### src/include/smon_pkg.sv
// constants and types of the status monitor
`default_nettype none
package smon_pkg;
    // register byte addresses
    localparam logic [7:0] ADR_LIVE_IRQ = 8'h0d;
    localparam logic [7:0] ADR_IRQ_MASK = 8'h0e;
    localparam logic [7:0] ADR_PIN_POL = 8'h0f;
    localparam logic [7:0] ADR_LATCHED_IRQ = 8'h10;
    localparam logic [7:0] ADR_IRQ_CTRL = 8'h11;
    localparam logic [7:0] ADR_MUTE_EN = 8'h17;
    localparam logic [7:0] ADR_LOS_CFG = 8'h19;
    localparam logic [7:0] ADR_PIN_SEL_A = 8'h1b;
    localparam logic [7:0] ADR_PIN_SEL_B = 8'h1c;
    localparam logic [7:0] ADR_SLEW_CTRL = 8'h31;
    // reset values
    localparam logic [7:0] RST_IRQ_MASK = 8'h00;
    localparam logic [7:0] RST_PIN_POL = 8'h00;
    localparam logic [7:0] RST_IRQ_CTRL = 8'h00;
    localparam logic [7:0] RST_MUTE_EN = 8'h00;
    localparam logic [7:0] RST_LOS_CFG = 8'h00;
    localparam logic [3:0] RST_PIN_SEL_A = 4'h0;
    localparam logic [3:0] RST_PIN_SEL_B = 4'h2;
    localparam logic [7:0] RST_SLEW_CTRL = 8'h00;
    // field positions
    localparam int CTRL_IRQ_EN = 0;
    localparam int CTRL_AND_MODE = 1;
    localparam int LOS_MAIN_THR = 0;
    localparam int LOS_BACKUP_THR = 2;
    localparam int LOS_MAIN_EDGE = 4;
    localparam int LOS_BACKUP_EDGE = 6;
    localparam int PIN_A = 0;
    localparam int PIN_B = 1;
    // interrupt source bits in live, latched and mask
    localparam int IRQ_MAIN_LOS = 0;
    localparam int IRQ_BACKUP_LOS = 1;
    localparam int IRQ_PLL1_LOL = 2;
    localparam int IRQ_PLL2_LOL = 3;
    localparam int IRQ_PLL1_CAL = 4;
    localparam int IRQ_PLL2_CAL = 5;
    localparam int IRQ_PLL1_SW = 6;
    localparam int IRQ_PLL2_SW = 7;
    // lock detector defaults
    localparam int SLIP_LIMIT = 4;
    localparam int RELOCK_TICKS = 16;
    // vital selection codes
    typedef enum logic [3:0] {
        VIT_MAIN_LOS = 4'h0, VIT_BACKUP_LOS = 4'h1, VIT_PLL1_LOL = 4'h2,
        VIT_PLL1_R = 4'h3, VIT_PLL1_N = 4'h4, VIT_PLL2_LOL = 4'h5,
        VIT_PLL2_R = 4'h6, VIT_PLL2_N = 4'h7, VIT_PLL1_CAL = 4'h8,
        VIT_PLL2_CAL = 4'h9, VIT_IRQ = 4'ha, VIT_PLL1_M = 4'hb,
        VIT_PLL2_M = 4'hc, VIT_NVM_BUSY = 4'hd, VIT_PLL1_SW = 4'he,
        VIT_PLL2_SW = 4'hf
    } smon_vital_t;
    // power-up load sequencer states
    typedef enum logic [1:0] {
        LD_IDLE = 2'b00, LD_REQ = 2'b01, LD_BUSY = 2'b10, LD_DONE = 2'b11
    } smon_load_t;
    // front-end flags of one reference
    typedef struct packed {
        logic is_lvcmos;
        logic swing_low;
        logic slow_rise;
        logic slow_fall;
    } smon_ref_t;
    // one register access
    typedef struct packed {
        logic wr;
        logic rd;
        logic [7:0] addr;
        logic [7:0] wdata;
    } smon_req_t;
endpackage
`default_nettype wire

### src/design/smon_status_monitor.sv
// vitals monitor: status pins, interrupt and registers
//
// Overview of operation
// two selects map any vital to each pin
// polarity register inverts each pin's event
// codes 0,1,2,5 pick reference and lock vitals
// codes 3,4,6,7,11,12 pick halved dividers
// codes 8-10,13-15 pick cal, irq, eeprom load busy, switches
// interrupt active high, only when enable set
// control bit 1 picks and or or
// mask bits drop vitals from the interrupt
// latched status clears after read
// live status ignores enable, clears after read
// swing thresholds per reference
// lvcmos loss also checks slow edges
// every single cycle slip is counted
// unlock past slip limit, then counter resets
// each pin carries its own pll clock
// clock pins optionally mute static on unlock
// slew register slows status pin edges
// writes to read-only bits change nothing
// host keeps reserved bits at reset values
// power-up loads eeprom or rom per pin
// host limits eeprom rewrites, rom is fixed
// first register transaction after power-up ignored; code drops every host access until the copy is done
// latched bit holds until its clearing read; code also clears it while enable is low
`default_nettype none
module smon_status_monitor #(
    parameter int SLIPS = smon_pkg::SLIP_LIMIT,
    parameter int RELOCK = smon_pkg::RELOCK_TICKS
) (
    input wire logic clk,
    input wire logic rst_n,
    input wire smon_pkg::smon_req_t host_req,
    output logic [7:0] host_rdata,
    output logic host_rvalid,
    input wire logic config_source_pin,
    output logic nvm_load_req,
    output logic nvm_from_eeprom,
    input wire smon_pkg::smon_req_t nvm_req,
    input wire logic nvm_load_done,
    input wire smon_pkg::smon_ref_t main_reference,
    input wire smon_pkg::smon_ref_t backup_reference,
    output logic [1:0] main_los_threshold,
    output logic [1:0] backup_los_threshold,
    input wire logic [1:0] pll_cmp_tick,
    input wire logic [1:0] pll_slip,
    input wire logic [1:0] pll_cal_active,
    input wire logic [1:0] pll_auto_switch,
    input wire logic [5:0] div_tick,
    input wire logic [1:0] r_div_bypass,
    input wire logic [1:0] m_div_bypass,
    output logic vital_pin_a,
    output logic vital_pin_b,
    output logic [1:0] pin_slow_slew,
    output logic combined_irq
);
    ////////////////////////////////////////////////////////////////////
    // registers
    logic [7:0] irq_mask_ff;
    logic [7:0] pin_polarity_ff;
    logic [7:0] interrupt_control_ff;
    logic [7:0] pin_clock_mute_enable_ff;
    logic [7:0] loss_of_signal_config_ff;
    logic [3:0] pin_select_a_ff;
    logic [3:0] pin_select_b_ff;
    logic [7:0] pin_slew_control_ff;
    logic [7:0] live_irq_status_ff;
    logic [7:0] latched_irq_status_ff;
    logic [7:0] rdata_ff;
    logic rvalid_ff;
    logic [7:0] vital_prev_ff;
    logic [5:0] half_ff;
    logic pin_a_ff;
    logic pin_b_ff;
    logic [1:0] slew_ff;
    logic irq_ff;
    logic src_ff;
    smon_pkg::smon_load_t load_ff;
    smon_pkg::smon_load_t nxt_load;

    ////////////////////////////////////////////////////////////////////
    // helper functions

    // pll of a divider code: 0 none, 1 pll1, 2 pll2
    function automatic logic [1:0] pll_of_code(input logic [3:0] code);
        case (code)
            smon_pkg::VIT_PLL1_R, smon_pkg::VIT_PLL1_N,
            smon_pkg::VIT_PLL1_M: pll_of_code = 2'b01;
            smon_pkg::VIT_PLL2_R, smon_pkg::VIT_PLL2_N,
            smon_pkg::VIT_PLL2_M: pll_of_code = 2'b10;
            default: pll_of_code = 2'b00;
        endcase
    endfunction

    // loss of signal from front-end flags
    function automatic logic ref_missing(input smon_pkg::smon_ref_t r,
                                         input logic [1:0] edge_sel);
        logic slow_edge;
        slow_edge = (edge_sel[0] && r.slow_rise) || (edge_sel[1] && r.slow_fall);
        ref_missing = r.swing_low || (r.is_lvcmos && slow_edge);
    endfunction

    ////////////////////////////////////////////////////////////////////
    // power-up configuration load

    logic loading;
    logic wr_any;
    logic [7:0] wr_addr;
    logic [7:0] wr_data;

    // loader owns the write path during the copy,
    // so host writes cannot race it
    assign loading = (load_ff != smon_pkg::LD_DONE);
    assign wr_any = loading ? nvm_req.wr : host_req.wr;
    assign wr_addr = loading ? nvm_req.addr : host_req.addr;
    assign wr_data = loading ? nvm_req.wdata : host_req.wdata;
    assign nvm_load_req = (load_ff == smon_pkg::LD_REQ);
    assign nvm_from_eeprom = src_ff;

    // sequencer: request the copy, wait for done
    always_comb begin
        case (load_ff)
            smon_pkg::LD_IDLE: nxt_load = smon_pkg::LD_REQ;
            smon_pkg::LD_REQ: nxt_load = smon_pkg::LD_BUSY;
            smon_pkg::LD_BUSY: nxt_load = nvm_load_done ? smon_pkg::LD_DONE
                                                        : smon_pkg::LD_BUSY;
            smon_pkg::LD_DONE: nxt_load = smon_pkg::LD_DONE;
            default: nxt_load = smon_pkg::LD_IDLE;
        endcase
    end

    always_ff @(posedge clk or negedge rst_n) begin
        if (!rst_n) begin
            load_ff <= smon_pkg::LD_IDLE;
        end else begin
            load_ff <= nxt_load;
        end
    end

    // source pin sampled once after reset
    always_ff @(posedge clk or negedge rst_n) begin
        if (!rst_n) begin
            src_ff <= 1'b0;
        end else if (load_ff == smon_pkg::LD_IDLE) begin
            src_ff <= config_source_pin;
        end
    end

    ////////////////////////////////////////////////////////////////////
    // writable registers

    logic wr_mask, wr_pol, wr_ctrl, wr_mute, wr_los, wr_sel_a, wr_sel_b;
    logic wr_slew;

    // status registers have no write strobe
    assign wr_mask = wr_any && (wr_addr == smon_pkg::ADR_IRQ_MASK);
    assign wr_pol = wr_any && (wr_addr == smon_pkg::ADR_PIN_POL);
    assign wr_ctrl = wr_any && (wr_addr == smon_pkg::ADR_IRQ_CTRL);
    assign wr_mute = wr_any && (wr_addr == smon_pkg::ADR_MUTE_EN);
    assign wr_los = wr_any && (wr_addr == smon_pkg::ADR_LOS_CFG);
    assign wr_sel_a = wr_any && (wr_addr == smon_pkg::ADR_PIN_SEL_A);
    assign wr_sel_b = wr_any && (wr_addr == smon_pkg::ADR_PIN_SEL_B);
    assign wr_slew = wr_any && (wr_addr == smon_pkg::ADR_SLEW_CTRL);

    always_ff @(posedge clk or negedge rst_n) begin
        if (!rst_n) begin
            irq_mask_ff <= smon_pkg::RST_IRQ_MASK;
            pin_polarity_ff <= smon_pkg::RST_PIN_POL;
            interrupt_control_ff <= smon_pkg::RST_IRQ_CTRL;
            pin_clock_mute_enable_ff <= smon_pkg::RST_MUTE_EN;
        end else begin
            if (wr_mask) irq_mask_ff <= wr_data;
            if (wr_pol) pin_polarity_ff <= wr_data;
            // bits 7:2 do not exist and read zero
            if (wr_ctrl) interrupt_control_ff <= {6'h00, wr_data[1:0]};
            if (wr_mute) pin_clock_mute_enable_ff <= wr_data;
        end
    end

    always_ff @(posedge clk or negedge rst_n) begin
        if (!rst_n) begin
            loss_of_signal_config_ff <= smon_pkg::RST_LOS_CFG;
            pin_select_a_ff <= smon_pkg::RST_PIN_SEL_A;
            pin_select_b_ff <= smon_pkg::RST_PIN_SEL_B;
            pin_slew_control_ff <= smon_pkg::RST_SLEW_CTRL;
        end else begin
            if (wr_los) loss_of_signal_config_ff <= wr_data;
            if (wr_sel_a) pin_select_a_ff <= wr_data[3:0];
            if (wr_sel_b) pin_select_b_ff <= wr_data[3:0];
            if (wr_slew) pin_slew_control_ff <= wr_data;
        end
    end

    ////////////////////////////////////////////////////////////////////
    // vitals

    logic main_missing, backup_missing;
    logic [1:0] lock_lost;
    logic [7:0] vitals;
    logic irq_en, and_mode;

    // thresholds feed the analog comparators
    assign main_los_threshold =
        loss_of_signal_config_ff[smon_pkg::LOS_MAIN_THR +: 2];
    assign backup_los_threshold =
        loss_of_signal_config_ff[smon_pkg::LOS_BACKUP_THR +: 2];
    assign main_missing = ref_missing(main_reference,
        loss_of_signal_config_ff[smon_pkg::LOS_MAIN_EDGE +: 2]);
    assign backup_missing = ref_missing(backup_reference,
        loss_of_signal_config_ff[smon_pkg::LOS_BACKUP_EDGE +: 2]);

    // one slip detector per pll
    genvar gp;
    generate
        for (gp = 0; gp < 2; gp++) begin : g_lock
            smon_lock_det #(.SLIPS(SLIPS), .RELOCK(RELOCK)) u_det (
                .clk(clk),
                .rst_n(rst_n),
                .cmp_tick(pll_cmp_tick[gp]),
                .slip(pll_slip[gp]),
                .lock_lost(lock_lost[gp])
            );
        end
    endgenerate

    // order r1 n1 m1 r2 n2 m2; a tick toggles the half-rate copy
    generate
        for (gp = 0; gp < 6; gp++) begin : g_half
            always_ff @(posedge clk or negedge rst_n) begin
                if (!rst_n) begin
                    half_ff[gp] <= 1'b0;
                end else if (div_tick[gp]) begin
                    half_ff[gp] <= ~half_ff[gp];
                end
            end
        end
    endgenerate

    // interrupt sources in status bit order
    assign vitals[smon_pkg::IRQ_MAIN_LOS] = main_missing;
    assign vitals[smon_pkg::IRQ_BACKUP_LOS] = backup_missing;
    assign vitals[smon_pkg::IRQ_PLL1_LOL] = lock_lost[0];
    assign vitals[smon_pkg::IRQ_PLL2_LOL] = lock_lost[1];
    assign vitals[smon_pkg::IRQ_PLL1_CAL] = pll_cal_active[0];
    assign vitals[smon_pkg::IRQ_PLL2_CAL] = pll_cal_active[1];
    assign vitals[smon_pkg::IRQ_PLL1_SW] = pll_auto_switch[0];
    assign vitals[smon_pkg::IRQ_PLL2_SW] = pll_auto_switch[1];

    ////////////////////////////////////////////////////////////////////
    // interrupt status and combine

    logic rd_live, rd_latched;
    logic [7:0] rise;
    logic [7:0] unmasked;
    logic irq_and, irq_or, nxt_irq;

    assign irq_en = interrupt_control_ff[smon_pkg::CTRL_IRQ_EN];
    assign and_mode = interrupt_control_ff[smon_pkg::CTRL_AND_MODE];
    // a read completes in its request cycle
    assign rd_live = host_req.rd && !loading &&
                     (host_req.addr == smon_pkg::ADR_LIVE_IRQ);
    assign rd_latched = host_req.rd && !loading &&
                        (host_req.addr == smon_pkg::ADR_LATCHED_IRQ);
    assign rise = vitals & ~vital_prev_ff;

    always_ff @(posedge clk or negedge rst_n) begin
        if (!rst_n) begin
            vital_prev_ff <= 8'h00;
        end else begin
            vital_prev_ff <= vitals;
        end
    end

    // live bits ignore enable; an active vital
    // re-sets its bit on a clearing read
    always_ff @(posedge clk or negedge rst_n) begin
        if (!rst_n) begin
            live_irq_status_ff <= 8'h00;
        end else if (rd_live) begin
            live_irq_status_ff <= vitals;
        end else begin
            live_irq_status_ff <= live_irq_status_ff | vitals;
        end
    end

    // latched bits catch rises only while enabled
    always_ff @(posedge clk or negedge rst_n) begin
        if (!rst_n) begin
            latched_irq_status_ff <= 8'h00;
        end else if (!irq_en) begin
            latched_irq_status_ff <= 8'h00;
        end else if (rd_latched) begin
            latched_irq_status_ff <= rise;
        end else begin
            latched_irq_status_ff <= latched_irq_status_ff | rise;
        end
    end

    // and-mode with all masked stays low
    assign unmasked = ~irq_mask_ff;
    assign irq_or = |(latched_irq_status_ff & unmasked);
    assign irq_and = (|unmasked) &&
                     (&(latched_irq_status_ff | irq_mask_ff));
    assign nxt_irq = irq_en && (and_mode ? irq_and : irq_or);

    always_ff @(posedge clk or negedge rst_n) begin
        if (!rst_n) begin
            irq_ff <= 1'b0;
        end else begin
            irq_ff <= nxt_irq;
        end
    end

    assign combined_irq = irq_ff;

    ////////////////////////////////////////////////////////////////////
    // status pin selection

    logic [15:0] table_sel;
    logic [1:0] src_a, src_b;
    logic mute_a, mute_b, nxt_pin_a, nxt_pin_b;

    // index is the code; bypassed dividers read low
    assign table_sel = {
        pll_auto_switch[1], pll_auto_switch[0],
        loading && src_ff,
        half_ff[5] && !m_div_bypass[1], half_ff[2] && !m_div_bypass[0],
        irq_ff, pll_cal_active[1], pll_cal_active[0],
        half_ff[4], half_ff[3] && !r_div_bypass[1],
        lock_lost[1],
        half_ff[1], half_ff[0] && !r_div_bypass[0],
        lock_lost[0], backup_missing, main_missing
    };

    assign src_a = pll_of_code(pin_select_a_ff);
    assign src_b = pll_of_code(pin_select_b_ff);
    // mute a pll clock pin when that pll loses lock
    assign mute_a = pin_clock_mute_enable_ff[smon_pkg::PIN_A] &&
                    |(src_a & lock_lost);
    assign mute_b = pin_clock_mute_enable_ff[smon_pkg::PIN_B] &&
                    |(src_b & lock_lost);
    // a muted pin rests at its polarity level
    assign nxt_pin_a = (mute_a ? 1'b0 : table_sel[pin_select_a_ff]) ^
                       pin_polarity_ff[smon_pkg::PIN_A];
    assign nxt_pin_b = (mute_b ? 1'b0 : table_sel[pin_select_b_ff]) ^
                       pin_polarity_ff[smon_pkg::PIN_B];

    // pins are retimed on this clock
    always_ff @(posedge clk or negedge rst_n) begin
        if (!rst_n) begin
            pin_a_ff <= 1'b0;
            pin_b_ff <= 1'b0;
            slew_ff <= 2'b00;
        end else begin
            pin_a_ff <= nxt_pin_a;
            pin_b_ff <= nxt_pin_b;
            slew_ff <= pin_slew_control_ff[1:0];
        end
    end

    assign vital_pin_a = pin_a_ff;
    assign vital_pin_b = pin_b_ff;
    assign pin_slow_slew = slew_ff;

    ////////////////////////////////////////////////////////////////////
    // read path

    logic [7:0] nxt_rdata;

    // unmapped addresses read zero
    always_comb begin
        case (host_req.addr)
            smon_pkg::ADR_LIVE_IRQ: nxt_rdata = live_irq_status_ff;
            smon_pkg::ADR_IRQ_MASK: nxt_rdata = irq_mask_ff;
            smon_pkg::ADR_PIN_POL: nxt_rdata = pin_polarity_ff;
            smon_pkg::ADR_LATCHED_IRQ: nxt_rdata = latched_irq_status_ff;
            smon_pkg::ADR_IRQ_CTRL: nxt_rdata = interrupt_control_ff;
            smon_pkg::ADR_MUTE_EN: nxt_rdata = pin_clock_mute_enable_ff;
            smon_pkg::ADR_LOS_CFG: nxt_rdata = loss_of_signal_config_ff;
            smon_pkg::ADR_PIN_SEL_A: nxt_rdata = {4'h0, pin_select_a_ff};
            smon_pkg::ADR_PIN_SEL_B: nxt_rdata = {4'h0, pin_select_b_ff};
            smon_pkg::ADR_SLEW_CTRL: nxt_rdata = pin_slew_control_ff;
            default: nxt_rdata = 8'h00;
        endcase
    end

    always_ff @(posedge clk or negedge rst_n) begin
        if (!rst_n) begin
            rdata_ff <= 8'h00;
            rvalid_ff <= 1'b0;
        end else begin
            rvalid_ff <= host_req.rd && !loading;
            if (host_req.rd && !loading) rdata_ff <= nxt_rdata;
        end
    end

    assign host_rdata = rdata_ff;
    assign host_rvalid = rvalid_ff;
endmodule
`default_nettype wire

### src/design/smon_lock_det.sv
// digital cycle-slip lock detector for one pll
`default_nettype none
module smon_lock_det #(
    parameter int SLIPS = smon_pkg::SLIP_LIMIT,
    parameter int RELOCK = smon_pkg::RELOCK_TICKS
) (
    input wire logic clk,
    input wire logic rst_n,
    input wire logic cmp_tick,
    input wire logic slip,
    output logic lock_lost
);
    logic [7:0] slip_cnt_ff;
    logic [7:0] clean_cnt_ff;
    logic lost_ff;
    logic over_limit;
    logic relocked;

    // unlock on the slip past the limit
    assign over_limit = slip && (slip_cnt_ff >= 8'(SLIPS));
    assign relocked = cmp_tick && !slip && (clean_cnt_ff == 8'(RELOCK - 1));
    assign lock_lost = lost_ff;

    // every slip counts; restart on unlock
    always_ff @(posedge clk or negedge rst_n) begin
        if (!rst_n) begin
            slip_cnt_ff <= 8'h00;
        end else if (over_limit) begin
            slip_cnt_ff <= 8'h00;
        end else if (slip) begin
            slip_cnt_ff <= slip_cnt_ff + 8'h01;
        end
    end

    // clean comparisons in a row reclaim lock
    always_ff @(posedge clk or negedge rst_n) begin
        if (!rst_n) begin
            clean_cnt_ff <= 8'h00;
        end else if (slip || relocked) begin
            clean_cnt_ff <= 8'h00;
        end else if (cmp_tick) begin
            clean_cnt_ff <= clean_cnt_ff + 8'h01;
        end
    end

    // unlock wins over a relock landing in the same cycle
    always_ff @(posedge clk or negedge rst_n) begin
        if (!rst_n) begin
            lost_ff <= 1'b0;
        end else if (over_limit) begin
            lost_ff <= 1'b1;
        end else if (relocked) begin
            lost_ff <= 1'b0;
        end
    end
endmodule
`default_nettype wire

### config.mk
export PLATFORM = sky130hd
export DESIGN_NAME = smon_status_monitor
export DESIGN_NICKNAME = d
export VERILOG_FILES = /design/src/include/smon_pkg.sv /design/src/design/smon_status_monitor.sv /design/src/design/smon_lock_det.sv
export SDC_FILE = /design/constraint.sdc
export NUM_CORES = 1
export LEC_CHECK = 0
export ABC_AREA = 1
export BUFFER_PORTS_ARGS = -buffer_cell sky130_fd_sc_hd__buf_4
export CORE_MARGIN = 4
export CORE_UTILIZATION = 58
export DETAILED_ROUTE_END_ITERATION = 8
export PLACE_DENSITY = 0.83
export SYNTH_ARGS = -nofsm -noshare
export SYNTH_HDL_FRONTEND = slang
export SYNTH_HIERARCHICAL = 1
export SYNTH_SLANG_ARGS = --single-unit
### constraint.sdc
create_clock -name clk -period 1.83 [get_ports clk]
set_input_delay 0.2745 -clock clk [delete_from_list [all_inputs] [get_ports clk]]
set_output_delay 0.2745 -clock clk [all_outputs]
set_load 0.005 [all_outputs]
==> results_dict.tcl <==
set metrics [dict create \
    status "finished with violations" \
    violations "setup timing" \
    p_leak_nw 4.27 \
    layout_common_cells "nand2_1 (255), dfrtp_1 (130), buf_4 (119), inv_1 (101), nor2_1 (89)" \
    multi_input_area_um2 3200 \
    rsz0062_at_grt "true" \
    yosys_warnings 6 \
    cts_tree "done" \
    switching_share 0.249 \
    p_int_mw 5.77 \
    ys_ff_latch 131 \
    worstMarginPinSlew_ns 0.495 \
    min-delay-start "div_tick[5]" \
    wirelength_um 18500 \
    pwr-share-clk 0.457 \
    syn_to_final_growth_pct 24.8 \
    num_vias 6443 \
    synth_area_per_cell_um2 7.73 \
    grt_pass1_vias 6060 \
    yosysTopAreaCell "dfrtp_1" \
    drive_above_1_share 0.210 \
    cts.sinks 131 \
    ir_drop_uv 761 \
    total_power_mw 7.68 \
    antenna_found_initial 0 \
    seq_area_um2 3280 \
    dieArea_um2 13700 \
    drt_iter0_drc 796 \
    seqPwrFrac 0.430 \
    dp_hpwl_um 12700 \
    hold_end "half_ff[5]" \
    power_density_nw_per_um2 889 \
    cp_data_arrival_time_ns 2.22 \
    synthDistinctLibCells 38 \
    postLayoutCoreUtil 0.747 \
    drc_errors 0 \
    grt_pass1_wl_um 29000 \
    syn-num-nets 967 \
    crit_type "flop to flop" \
    switching_power_mw 1.91 \
    post_drt_via_cell_ratio 5.50 \
    reg_top3 "g_lock.u_det/clean_cnt_ff (16), g_lock.u_det/slip_cnt_ff (16)" \
    die_h_um 117 \
    ys_seq_area_frac 0.474 \
    rrSetupSlack_ns -0.03 \
    n_antenna_cell 0 \
    clk_latency_ns 0.43 \
    fin_cells 1172 \
    clockRootBuffer "clkbuf_16" \
    start_util 0.598 \
    report.final.slew_viol_count 0 \
    setup_tns_ns -0.185 \
    fin_ws_ns -0.0338 \
    grt_max_degree 45 \
    fin_area_um2 8640 \
    clock_skew_ns 0.00486 \
    path_max_fanout 8 \
    synth_top_area_share 0.470 \
    pin_count 86 \
    clk_pin_slew_ns 0.06 \
    first_pass_iters 6 \
    track_usage 0.276 \
    cts_buffer_depth 2 \
    finalCriticalPeriod_ns 1.86 \
    period_share 1.02 \
    rr_endpoint "loss_of_signal_config_ff[4]" \
    r2r-start "load_ff[0]" \
    finalHoldViolCount 0 \
    min_path_type "input port to flop" \
    endpoint_kind "flop" \
    port_buffers 84 \
    start_kind "flop" \
    maxCapViolCount 0 \
    netlist_area_um2 6920 \
    synthTopCellsByArea "dfrtp_1 (47%), nand2_1 (14%), nand3_1 (6.2%), inv_1 (5.5%), nor2_1 (4.9%)" \
    setup_viol 11 \
    placedInstanceArea_um2 7810 \
    finalNetCount 1089 \
    grt-ovfl-total 0 \
    rows 39 \
    dp.cells 1126 \
    drtAntennaViolNets 0 \
    rr_worst_depth 9 \
    nFillCells 868 \
    whs_path_depth 2 \
    final_common_cell "nand2_1" \
    netlist_instances 895 \
    die_w_um 117 \
    routedWlPerCell_um 15.8 \
    htreeDepth 4 \
    gp_congestion 0.897 \
    core_area_um2 11600 \
    fmax_mhz 537 \
    max-slew-margin-rel 0.667 \
    cts_made_buffers 17 \
    cp_data_required_time_ns 2.19 \
    pwr-share-comb 0.113 \
]
==> logic make-up (layout without fill, tap and decap cells) <==
| logic type | Yosys count | in the layout | synth area share |
|---|---|---|---|
| DFF | 131 | 131 | 0.474 |
| buffers and inverters | 131 | 263 | 0.0803 |
| xor gates and xnor gates | 9 | 9 | 0.0114 |
| AOI/OAI and AO/OA | 115 | 115 | 0.0955 |
| muxes | 8 | 8 | 0.0116 |
| and+or+nand+nor | 495 | 497 | 0.316 |
| adders and majority gates | 6 | 6 | 0.0109 |
==> power groups by stage <==
stage | registers (mW) | logic (mW) | clock network [mW]
floorplan | 3.28 | 0.496 | 0
global placement | 3.34 | 0.801 | 0
detailed placement | 3.34 | 0.831 | 0
CTS | 3.29 | 0.848 | 3.53
global route | 3.32 | 0.997 | 3.69
finish | 3.30 | 0.871 | 3.51
==> per-stage QoR <==
stage                     setup slack [ns]  hold slack, ns
after CTS                          -0.0114         0.00637
after floorplan                      0.168         -0.0211
after global routing                -0.147         0.00316
final                              -0.0338          0.0186
after global placement              0.0286           0.239
after detailed placement           -0.0608           0.242
==> cell type report <==
class	count	share of cell area
clock buffer	19	0.0513
clock inverter	12	0.0188
inverter	107	0.0465
multi-input combinational	635	0.370
sequential	131	0.380
tap	143	0.0207
timing repair buffer	125	0.113
==> Yosys cell counts (all sizes together) <==
master	n
nand2	269
dfrtp	130
inv	106
nor2	100
nand3	93
o21ai	83
a21oi	18
buf	16
nand4	13
nor3	10
clkbuf	8
mux2i	8
o22ai	7
xor2	7
ha	6
nand3b	5
or2	4
o21bai	3
a221oi	2
xnor2	2
clkinv	1
dfstp	1
nor3b	1
o211ai	1
o31ai	1
==> critical path, stage by stage (launching register included) <==
cell and delay, ns:
dfrtp_1 0.42, nand2_4 0.12, buf_6 0.16, o21ai_4 0.14, nand2_2 0.10, nor2_4 0.16, nand2_2 0.08, nor2_4 0.26
nand2_4 0.18, o21ai_2 0.16
==> routing by layer <==
metal  vias up  global-route usage  part of all wire
li1       3114                   -                 -
met1      2937               0.346              0.40
met2       318               0.453              0.48
met3        74              0.0668             0.081
met4         0               0.125             0.042
met5         -                   0                 0
==> how the worst max path moves through the flow <==
stage | to | depth (start not counted) | startpoint | slack (ns)
after floorplan | loss_of_signal_config_ff[5] | 12 | load_ff[0] | 0.17
after global placement | pin_clock_mute_enable_ff[0] | 8 | load_ff[0] | 0.03
after detailed placement | pin_clock_mute_enable_ff[3] | 8 | load_ff[0] | -0.06
after CTS | pin_polarity_ff[7] | 8 | load_ff[0] | -0.01
after global routing | loss_of_signal_config_ff[4] | 9 | load_ff[0] | -0.15
final | loss_of_signal_config_ff[4] | 9 | load_ff[0] | -0.03
==> timing repair <==
item | 4_1_cts | 5_1_grt
gates cloned | 0 | 2
buffers inserted | 0 | 10
endpoints found under the hold margin | 30 | 0
endpoints found under the setup margin | 12 | 44
pin swaps | 0 | 12
hold buffers | 3 | 0
resized for setup | 3 | 16
(Power assumes the default switching activity.)
